## src/verilog/pdc_defines.vh

```
/*
 * Constants for the deadtime correction select block: APB offsets, field
 * positions, reset values and correction method codes.
 * Assumes inclusion by bare name from the design files.
 */
`ifndef PDC_DEFINES_VH
`define PDC_DEFINES_VH

// APB register byte offsets
`define PDC_OFS_CTRL        12'h000
`define PDC_OFS_SAMPLE      12'h004
`define PDC_OFS_STATUS      12'h008

// Control register fields
`define PDC_CTRL_METHOD_LO  0
`define PDC_CTRL_METHOD_HI  1
`define PDC_CTRL_POL_LO     4
`define PDC_CTRL_POL_HI     6
`define PDC_CTRL_DIR_LO     8
`define PDC_CTRL_DIR_HI     10
`define PDC_CTRL_WMASK      32'h0000_0773
`define PDC_CTRL_RESET      32'h0000_0000

// Correction methods
`define PDC_METHOD_NONE     2'h0
`define PDC_METHOD_MANUAL   2'h1
`define PDC_METHOD_DEADTIME 2'h2
`define PDC_METHOD_CYCLE    2'h3

`define PDC_PAIRS           3

`endif

```

## src/verilog/pdc_pair.v

```verilog
/*
 * One complementary pair: current sense sampling and value register select.
 * Assumes cycle_end/half_cycle/deadtime_end strobes one cycle wide on
 * sys_clk and a sense input already synchronised.
 */
`default_nettype none
`include "pdc_defines.vh"

module pdc_pair (
  input  wire       sys_clk,        // Core clock
  input  wire       rst_b,          // Async reset, active low
  input  wire [1:0] method,         // Correction method
  input  wire       pol_bit,        // Manual odd/even select, live value
  input  wire       dir_enable,     // Direction correction enable
  input  wire       count_down,     // Counter direction, 1 = down
  input  wire       center_aligned, // Center aligned operation
  input  wire       gen_start,      // Generator enable rising edge
  input  wire       cycle_end,      // End of PWM cycle strobe
  input  wire       half_cycle,     // Half cycle strobe
  input  wire       top_active,     // Top output active
  input  wire       bot_active,     // Bottom output active
  input  wire       dt_end_top,     // End of deadtime before top
  input  wire       dt_end_bot,     // End of deadtime before bottom
  input  wire       sense,          // Synchronised sense, low = positive
  output reg        sel_odd_reg,    // 1 selects odd value register
  output reg  [1:0] dt_sample_reg   // Deadtime samples {bottom, top}
);

  reg pol_buf_reg;
  reg sense_latch_reg;
  reg sense_buf_reg;
  reg dir_en_buf_reg;
  reg sel_next;
  wire point_sample;

  assign point_sample = center_aligned ? half_cycle : cycle_end;

  always @(posedge sys_clk or negedge rst_b) begin
    if (!rst_b) begin
      pol_buf_reg     <= 1'b0;
      sense_latch_reg <= 1'b1;
      sense_buf_reg   <= 1'b1;
      dir_en_buf_reg  <= 1'b0;
      dt_sample_reg   <= 2'h0;
      // Matches method 00 so no select glitch follows reset
      sel_odd_reg     <= 1'b0;
    end else begin
      // Each end of deadtime overwrites its sample
      if (dt_end_top)
        dt_sample_reg[0] <= sense;
      if (dt_end_bot)
        dt_sample_reg[1] <= sense;
      if (gen_start) begin
        sense_latch_reg <= 1'b1;
        sense_buf_reg   <= 1'b1;
      end else if (method == `PDC_METHOD_DEADTIME) begin
        if (!top_active && !bot_active)
          sense_latch_reg <= sense;
      end else if (method == `PDC_METHOD_CYCLE) begin
        if (point_sample)
          sense_latch_reg <= sense;
      end
      if (cycle_end) begin
        pol_buf_reg    <= pol_bit;
        dir_en_buf_reg <= dir_enable;
        // A first enable in the same cycle keeps the odd start value
        if (!gen_start)
          sense_buf_reg <= sense_latch_reg;
      end
      sel_odd_reg <= sel_next;
    end
  end

  always @* begin
    sel_next = sel_odd_reg;
    case (method)
      `PDC_METHOD_MANUAL: begin
        if (dir_en_buf_reg)
          sel_next = count_down;
        else
          sel_next = pol_buf_reg;
      end
      `PDC_METHOD_DEADTIME,
      `PDC_METHOD_CYCLE: begin
        sel_next = sense_buf_reg;
      end
      default: begin
        sel_next = 1'b0;
      end
    endcase
  end

endmodule

`default_nettype wire

```

## src/verilog/pdc_top.v

```verilog
/*
 * Deadtime distortion correction select for three complementary PWM pairs,
 * with APB register access to method, manual select and sample bits.
 * Assumes counter, deadtime generator and outputs live outside; their
 * strobes arrive on sys_clk. Sense pins are asynchronous.
 */
// The register addresses and register access over APB are this design's own decisions.
// Overview of operation
// - A two-bit method field picks none, manual, deadtime or cycle-point.
// - Cycle-point method samples at half cycle centred, cycle end edged.
// - Deadtime method latches sense only while both pair outputs are off.
// - Cycle-point method samples every cycle even at 0% or 100% duty.
// - In manual mode select bit 0 picks the even and 1 the odd register.
// - Direction enable 0 uses the manual bit, 1 uses counter direction.
// - Manual select bits apply only at the end of the current PWM cycle.
// - Sense is sampled at each deadtime end into two readable bits.
// - Low sampled sense picks even, high picks odd; inputs 0..2 map A..C.
// - Latched sense is buffered so one register serves a whole cycle.
// - On first enable in a sense method the odd registers are used.
// - Outputs 0, 2, 4 are top and 1, 3, 5 are bottom channels.
// - Method 00 applies no correction and leaves sense pins free.
// - Direction correction uses even counting up and odd counting down.
`default_nettype none
`include "pdc_defines.vh"

module pdc_top (
  input  wire        sys_clk,          // Core clock, 100 MHz
  input  wire        rst_b,            // Async reset, active low
  input  wire        psel,             // APB select
  input  wire        penable,          // APB enable
  input  wire        pwrite,           // APB write
  input  wire [11:0] paddr,            // APB byte address
  input  wire [31:0] pwdata,           // APB write data
  input  wire [3:0]  pstrb,            // APB byte strobes
  output reg  [31:0] prdata,           // APB read data
  output reg         pready,           // APB ready
  output reg         pslverr,          // APB error, unmapped address
  input  wire        generator_enable, // Generator enable bit
  input  wire        center_aligned,   // Center aligned operation
  input  wire        count_down,       // Counter counting down
  input  wire        cycle_end,        // End of PWM cycle strobe
  input  wire        half_cycle,       // Half cycle strobe
  input  wire [5:0]  pwm_active,       // Channel active, even = top
  input  wire [2:0]  dt_end_top,       // Deadtime end before top output
  input  wire [2:0]  dt_end_bot,       // Deadtime end before bottom output
  input  wire [2:0]  current_sense_in, // Sense pins a..c, active low
  output reg  [2:0]  sel_odd,          // 1 = odd value register per pair
  output reg  [1:0]  correction_method // Buffered method to generator
);

  reg  [31:0] ctrl_reg;
  reg  [2:0]  sense_meta_reg;
  reg  [2:0]  sense_sync_reg;
  reg         gen_en_d_reg;
  wire [2:0]  sel_odd_w;
  wire [5:0]  dt_sample_w;
  wire [1:0]  method_w;
  wire [2:0]  pol_w;
  wire [2:0]  dir_w;
  wire        gen_start;
  wire        acc;
  wire        hit_ctrl;
  wire        hit_sample;
  wire        hit_status;
  wire [31:0] wmask;

  assign method_w   = ctrl_reg[`PDC_CTRL_METHOD_HI:`PDC_CTRL_METHOD_LO];
  assign pol_w      = ctrl_reg[`PDC_CTRL_POL_HI:`PDC_CTRL_POL_LO];
  assign dir_w      = ctrl_reg[`PDC_CTRL_DIR_HI:`PDC_CTRL_DIR_LO];
  assign gen_start  = generator_enable & ~gen_en_d_reg;
  assign acc        = psel & penable & ~pready;
  assign hit_ctrl   = (paddr == `PDC_OFS_CTRL);
  assign hit_sample = (paddr == `PDC_OFS_SAMPLE);
  assign hit_status = (paddr == `PDC_OFS_STATUS);
  assign wmask = {{8{pstrb[3]}}, {8{pstrb[2]}}, {8{pstrb[1]}},
                  {8{pstrb[0]}}} & `PDC_CTRL_WMASK;

  // Sense pins are asynchronous: two stages before any use
  always @(posedge sys_clk or negedge rst_b) begin
    if (!rst_b) begin
      sense_meta_reg <= 3'h7;
      sense_sync_reg <= 3'h7;
      gen_en_d_reg   <= 1'b0;
    end else begin
      sense_meta_reg <= current_sense_in;
      sense_sync_reg <= sense_meta_reg;
      gen_en_d_reg   <= generator_enable;
    end
  end

  // APB slave, one wait state: answer in the cycle after the first access
  always @(posedge sys_clk or negedge rst_b) begin
    if (!rst_b) begin
      ctrl_reg <= `PDC_CTRL_RESET;
      prdata   <= 32'h0000_0000;
      pready   <= 1'b0;
      pslverr  <= 1'b0;
    end else begin
      pready  <= acc;
      pslverr <= acc & ~(hit_ctrl | hit_sample | hit_status);
      prdata  <= 32'h0000_0000;
      if (acc && pwrite && hit_ctrl)
        ctrl_reg <= (ctrl_reg & ~wmask) | (pwdata & wmask);
      if (acc && !pwrite) begin
        if (hit_ctrl)
          prdata <= ctrl_reg;
        else if (hit_sample)
          prdata <= {26'h0, dt_sample_w};
        else if (hit_status)
          prdata <= {25'h0, sense_sync_reg, 1'b0, sel_odd_w};
      end
    end
  end

  // Outputs registered; method 00 frees the sense pins for other use
  always @(posedge sys_clk or negedge rst_b) begin
    if (!rst_b) begin
      sel_odd           <= 3'h0;
      correction_method <= 2'h0;
    end else begin
      sel_odd           <= sel_odd_w;
      correction_method <= method_w;
    end
  end

  genvar g;
  generate
    for (g = 0; g < `PDC_PAIRS; g = g + 1) begin : pair
      // Channel 2g is top and 2g+1 is bottom of pair g
      pdc_pair u_pair (
        .sys_clk        (sys_clk),
        .rst_b          (rst_b),
        .method         (method_w),
        .pol_bit        (pol_w[g]),
        .dir_enable     (dir_w[g]),
        .count_down     (count_down),
        .center_aligned (center_aligned),
        .gen_start      (gen_start),
        .cycle_end      (cycle_end),
        .half_cycle     (half_cycle),
        .top_active     (pwm_active[2*g]),
        .bot_active     (pwm_active[2*g+1]),
        .dt_end_top     (dt_end_top[g]),
        .dt_end_bot     (dt_end_bot[g]),
        .sense          (sense_sync_reg[g]),
        .sel_odd_reg    (sel_odd_w[g]),
        .dt_sample_reg  (dt_sample_w[2*g+1:2*g])
      );
    end
  endgenerate

endmodule

`default_nettype wire

```

## config.mk

```make
export PLATFORM = sky130hd
export DESIGN_NAME = pdc_top
export DESIGN_NICKNAME = d
export VERILOG_FILES = /design/src/verilog/pdc_pair.v /design/src/verilog/pdc_top.v
export VERILOG_INCLUDE_DIRS = /design/src /design/src/verilog
export SDC_FILE = /design/constraint.sdc
export NUM_CORES = 1
export LEC_CHECK = 0
export ABC_AREA = 1
export BUFFER_PORTS_ARGS = -buffer_cell sky130_fd_sc_hd__buf_2
export CORE_ASPECT_RATIO = 0.7
export CORE_MARGIN = 10
export CORE_UTILIZATION = 42
export DETAILED_ROUTE_END_ITERATION = 8
export PLACE_DENSITY = 0.71
export SLEW_MARGIN = 20
export SYNTH_ARGS = -nofsm -noshare
export SYNTH_HDL_FRONTEND = slang
export SYNTH_HIERARCHICAL = 1
export SYNTH_SLANG_ARGS = --single-unit
```

## constraint.sdc

```tcl
create_clock -name sys_clk -period 1.2 [get_ports sys_clk]
set_input_delay 0.24 -clock sys_clk [delete_from_list [all_inputs] [get_ports sys_clk]]
set_output_delay 0.24 -clock sys_clk [all_outputs]
set_load 0.1 [all_outputs]
```

==> results.json, run 1 <==
{
  "outcome": "finished with violations",
  "violations": "setup timing",
  "r2r_slack_ps": -90,
  "clockRootBuffer": "clkbuf_8",
  "drc": 0,
  "synth_edf_count": 0,
  "r2r_cells": 7,
  "via_per_inst": 4.64,
  "fin_crit_sh_pct": 111,
  "cts_tree": "yes",
  "grt_pass1_vias": 2034,
  "min_period_ps": 1330,
  "overflow": 0,
  "syn_area_um2": 2490,
  "dpl_cell_area_um2": 3240,
  "seq_area_um2": 1350,
  "diodes": 0,
  "synth_seq_area_share_pct": 53.9,
  "hpwl_um": 4940,
  "rsz0062_at_grt": "true",
  "fill_cells": 504,
  "crit_type": "reg -> out",
  "fp.dieW_um": 112,
  "grtUsageTotal_pct": 12.6,
  "synth_top_family_by_area": "simple AND/OR/NAND/NOR gates",
  "clkTransAtPathRegs_ps": 100,
  "yosys.area.top_type": "dfrtp_1",
  "htreeDepth": 2,
  "max-vdd-ir-drop_mv": 0.903,
  "synth_area_leaders": "dfrtp_1 41%, dfstp_2 13%, nand2_1 7.1%",
  "core-area_um2": 5730,
  "port-buffer-count": 63,
  "die_height_um": 84.4,
  "finalInstanceArea_um2": 3420,
  "layout.nets": 415,
  "power_density_nw_per_um2": 1090,
  "cts.sinks": 53,
  "ys_top_cells_by_count": "47 x nand2_1, 41 x dfrtp_1, 28 x inv_1, 25 x nor2_1, 23 x buf_4",
  "dieArea_um2": 9460,
  "arrival_ps": 1090,
  "drtIter0Drc": 104,
  "post-synth-top-count-cell": "nand2_1",
  "final_hold_viol_count": 0,
  "layout-drive-gt1-share_pct": 38.5,
  "ios": 112,
  "synth_fa_ha_area_share_pct": 0,
  "async_reset_ff_share_pct": 100,
  "hold_class": "in -> reg",
  "synth_cells": 256,
  "crit_path_cell_trace": "buf_6 -> buf_12",
  "num_vias": 1940,
  "r2r_start": "pready$_DFF_PN0_",
  "synth-seq-cells": 53,
  "drtAntennaViolNets": 0,
  "fin_ws_ps": -129,
  "totalWireLength_um": 6250,
  "clock_latency_ps": 300,
  "p_leak_nw": 1.62,
  "setup_viol": 19,
  "setup_tns_ps": -1200,
  "synth_mux_area_share_pct": 4.07,
  "rows": 23,
  "cp_slowest_cell": "dfrtp_4",
  "synth_compound_area_share_pct": 6.68,
  "grt_pass1_wl_um": 9900,
  "grt_max_degree": 54,
  "synth_top_area_share_pct": 41.2,
  "fmax_mhz": 752,
  "endpoint_kind": "output port",
  "worst-path-max-fanout": 2,
  "min_delay_path_depth": 1,
  "whs_endpoint": "sense_meta_reg[0]$_DFF_PN1_",
  "clockBufferDepth": 2,
  "synthToLayoutAreaGrowth_pct": 37.3,
  "required_ps": 960,
  "place_congestion": 0.812,
  "synth-xor-area-share_pct": 0,
  "cap_violations": 0,
  "fin_skew_ps": 5.77,
  "cts_buffers": 5,
  "multi_input_area_um2": 986,
  "slowest_delay_ps": 500,
  "yosys.area_share.simple_pct": 23.5,
  "cp-start-kind": "flop",
  "synth_ff_type": "dfrtp_1",
  "hold_start": "current_sense_in[0]",
  "start_util_pct": 43.5,
  "wl_per_cell_um": 14.9,
  "yosysWarnings": 6,
  "detail_route.first_pass.iterations": 4,
  "slew_violations": 0,
  "grt_antenna_before_repair": 0,
  "synth.distinct_cells": 27,
  "syn_avg_cell_area_um2": 9.73
}
through the flow:
| stage | cells | total power, mW | hold WS [ps] | util (%) | setup WS, ps |
|---|---|---|---|---|---|
| finish | 418 | 3.72 | 27.0 | 59.7 | -129 |
| global placement | 407 | 2.51 | 251 | 56.6 | -55.3 |
| floorplan | 277 | 2.37 | -55.6 | - | -149 |
| global route | 418 | 3.88 | 10.5 | 59.7 | -172 |
| CTS | 416 | 3.75 | 8.41 | 58.9 | -124 |
| detailed placement | 407 | 2.52 | 254 | 56.6 | -120 |
power by group:
| group | internal [mW] | switching, mW |
|---|---|---|
| Combinational | 0.144 | 0.491 |
| Sequential | 1.84 | 0.0276 |
| Clock | 0.625 | 0.587 |
| Total | 2.61 | 1.11 |
logic make-up after synthesis:
kind of cell | count (synthesis)
AO/OA/AOI/OAI | 28
multiplexers | 9
AND/OR/NAND/NOR | 112
buffers and inverters | 53
flip-flops | 53
other | 1
what timing repair did:
| action | CTS | global route |
|---|---|---|
| buffers inserted | 0 | 1 |
| hold buffers | 1 | 1 |
| endpoints found under the hold margin | 41 | 1 |
| resized for setup | 1 | 8 |
| setup endpoints to repair | 9 | 19 |
| pin swaps | 3 | 7 |
critical path, delay by kind of cell (launching register included):
kind / cells / cell delay (ps)
buffers and inverters: 2 / 280
DFF: 1 / 500
worst max path at each step:
stage | start | endpoint | cells past startpoint
3_5_place_dp | paddr[9] | flop | 8
2_1_floorplan | pready$_DFF_PN0_ | flop | 6
6_report | pready$_DFF_PN0_ | pready | 2
4_1_cts | pready$_DFF_PN0_ | pready | 2
3_3_place_gp | pready$_DFF_PN0_ | flop | 7
5_1_grt | pready$_DFF_PN0_ | flop | 6
placed cells by master (no fill, tap or decap), types with 3 or more instances in the layout:
| cell | synthesis | final |
|---|---|---|
| a21oi_1 | 9 | 5 |
| a21oi_2 | 0 | 4 |
| buf_12 | 0 | 20 |
| buf_2 | 0 | 46 |
| buf_4 | 23 | 11 |
| buf_6 | 1 | 3 |
| clkbuf_8 | 0 | 5 |
| conb_1 | 1 | 22 |
| dfrtp_1 | 41 | 40 |
| dfstp_2 | 12 | 12 |
| inv_1 | 28 | 27 |
| mux2_1 | 9 | 9 |
| nand2_1 | 47 | 47 |
| nand2_2 | 4 | 4 |
| nand3_1 | 17 | 16 |
| nand3_2 | 9 | 9 |
| nor2_1 | 25 | 23 |
| nor2_4 | 2 | 4 |
| o211ai_1 | 6 | 6 |
| o21ai_0 | 6 | 6 |
| o21bai_1 | 3 | 3 |
| o22ai_1 | 3 | 3 |
layer usage:
layer / wire length, µm / track usage (%) / up-vias
li1: - / - / 946
met1: 2710 / 14.8 / 925
met2: 3160 / 22.4 / 63
met3: 333 / 4.26 / 6
met4: 45 / 1.72 / 0
met5: 0 / 0 / -
area by class of cell:
| cell class | count | area share [%] |
|---|---|---|
| inverters | 29 | 3.26 |
| flip-flops and latches | 53 | 39.3 |
| multi-input cells | 171 | 28.8 |
| well taps | 75 | 2.75 |
| clock inverters | 3 | 1.35 |
| clock buffers | 5 | 2.01 |
| repair buffers | 82 | 22.4 |
Power figures use the tool's default switching activity.
==> inputs of run 2 (changes only) <==
==> constraint.sdc (replaced) <==
create_clock -name sys_clk -period 1.2 [get_ports sys_clk]
set_input_delay 0.3 -clock sys_clk [delete_from_list [all_inputs] [get_ports sys_clk]]
set_output_delay 0.3 -clock sys_clk [all_outputs]
set_load 0.02 [all_outputs]
==> run 2 against run 1 <==
The flow now finishes without violations. First-iteration DRC count down 43%. Clock power about the same. Routed wire length down 7.4%. Design area down 8.6%. Critical path depth up 4. Highest routed layer unchanged. Final cell count down 0.48%. Register-to-register slack better by 90 ps. Non-clock buffer count down 2. Worst setup slack better by 130 ps.
==> results.json, run 2 (same netlist as run 1, synthesis figures left out) <==
{
  "setup_viol": 0,
  "place_inst": 406,
  "final_common_cell": "buf_2",
  "grt_pass1_vias": 1902,
  "required_ps": 1400,
  "layout_common_cells": "63 x buf_2, 47 x nand2_1, 41 x dfrtp_1",
  "worst-path-max-fanout": 3,
  "fmax_mhz": 835,
  "fin_cells": 416,
  "totalWireLength_um": 5790,
  "overflow": 0,
  "cts_tree": "yes",
  "pre_cts_ws_ps": -126,
  "endpoint_kind": "flop",
  "hold_class": "in -> reg",
  "fill_cells": 549,
  "clock_latency_ps": 310,
  "place_congestion": 0.786,
  "grt_pass1_wl_um": 9480,
  "fin_skew_ps": 6.86,
  "max-vdd-ir-drop_mv": 0.509,
  "layout.nets": 413,
  "port-buffer-count": 63,
  "arrival_ps": 1400,
  "min_period_ps": 1200,
  "cts_buffers": 5,
  "die_height_um": 84.4,
  "dpl_cell_area_um2": 2950,
  "synthToLayoutAreaGrowth_pct": 25.5,
  "setup_tns_ps": 0,
  "drtIter0Drc": 59,
  "power_density_nw_per_um2": 1090,
  "htreeDepth": 2,
  "core-area_um2": 5730,
  "num_vias": 1885,
  "grt_antenna_before_repair": 0,
  "finalInstanceArea_um2": 3120,
  "via_per_inst": 4.53,
  "wl_per_cell_um": 13.9,
  "crit_type": "reg -> reg",
  "outcome": "completed",
  "clkTransAtPathRegs_ps": 90,
  "clockBufferDepth": 2,
  "drtAntennaViolNets": 0,
  "detail_route.first_pass.iterations": 4,
  "hpwl_um": 4610,
  "fin_ws_ps": 1.95,
  "dieArea_um2": 9460,
  "clockRootBuffer": "clkbuf_8",
  "start_util_pct": 43.5,
  "cts.sinks": 53,
  "drc": 0,
  "rsz0062_at_grt": "true",
  "p_leak_nw": 1.57,
  "grt_max_degree": 54,
  "grtUsageTotal_pct": 12.2,
  "fin_crit_sh_pct": 99.8,
  "final_hold_viol_count": 0,
  "r2r_slack_ps": 2,
  "layout-drive-gt1-share_pct": 38.1,
  "slew_violations": 0,
  "diodes": 0,
  "cp-start-kind": "flop",
  "cap_violations": 0,
  "fp.dieW_um": 112,
  "rows": 23,
  "ios": 112,
  "finalPower_mw": 3.41
}
-- run 2: critical path: stages, from the launching register on --
cell     delay, ps
dfrtp_1        400
inv_2           70
nand3_4         90
nor2_4         160
nand4_1        180
nand2_1        110
nand2_1         60
-- run 2: what timing repair did --
item                                    4_1_cts  5_1_grt
pin swaps                                     6        3
setup buffers                                 1        0
gates resized for setup                       5        7
hold endpoints to repair                     41        0
endpoints found under the setup margin        8       19
hold buffers                                  1        0
-- run 2: final timing paths --
check	from	end	cells past startpoint
worst min register to register	sense_meta_reg[1]$_DFF_PN1_	sense_sync_reg[1]$_DFF_PN1_	0
worst max register to register	pready$_DFF_PN0_	flop	6
max in group asynchronous	rst_b	sense_meta_reg[2]$_DFF_PN1_	3
worst min-delay path	current_sense_in[0]	sense_meta_reg[0]$_DFF_PN1_	1
worst max-delay path	pready$_DFF_PN0_	flop	6
min in group asynchronous	rst_b	prdata[1]$_DFF_PN0_	3
-- run 2: cell type report --
cell class	instances	area (µm²)	area share, %
repair buffers	80	478	15.3
flip-flops and latches	53	1340	42.9
multi-input cells	171	991	31.7
inverters	29	109	3.48
well taps	75	93.8	3.00
clock inverters	2	38.8	1.24
clock buffers	6	72.6	2.32
-- run 2: through the flow --
step | utilization [%] | hold WS [ps]
after floorplan | - | 4.41
after global routing | 54.6 | 66.2
after CTS | 54.1 | 73.3
final | 54.6 | 83.5
after detailed placement | 51.5 | 311
after global placement | 51.5 | 311
-- run 2: where the power goes --
| part | total [mW] | leakage (nW) | switching [mW] | internal (mW) |
|---|---|---|---|---|
| clock | 1.20 | 0.0554 | 0.572 | 0.626 |
| combinational | 0.348 | 0.833 | 0.222 | 0.126 |
| sequential | 1.87 | 0.682 | 0.0251 | 1.84 |
| total | 3.41 | 1.57 | 0.819 | 2.59 |
-- run 2: routing by layer --
metal / GRT usage [%] / share of wire (%)
met5: 0 / 0
met4: 2.76 / 0.79
met3: 4.12 / 6.0
met2: 18.5 / 46
met1: 16.3 / 47
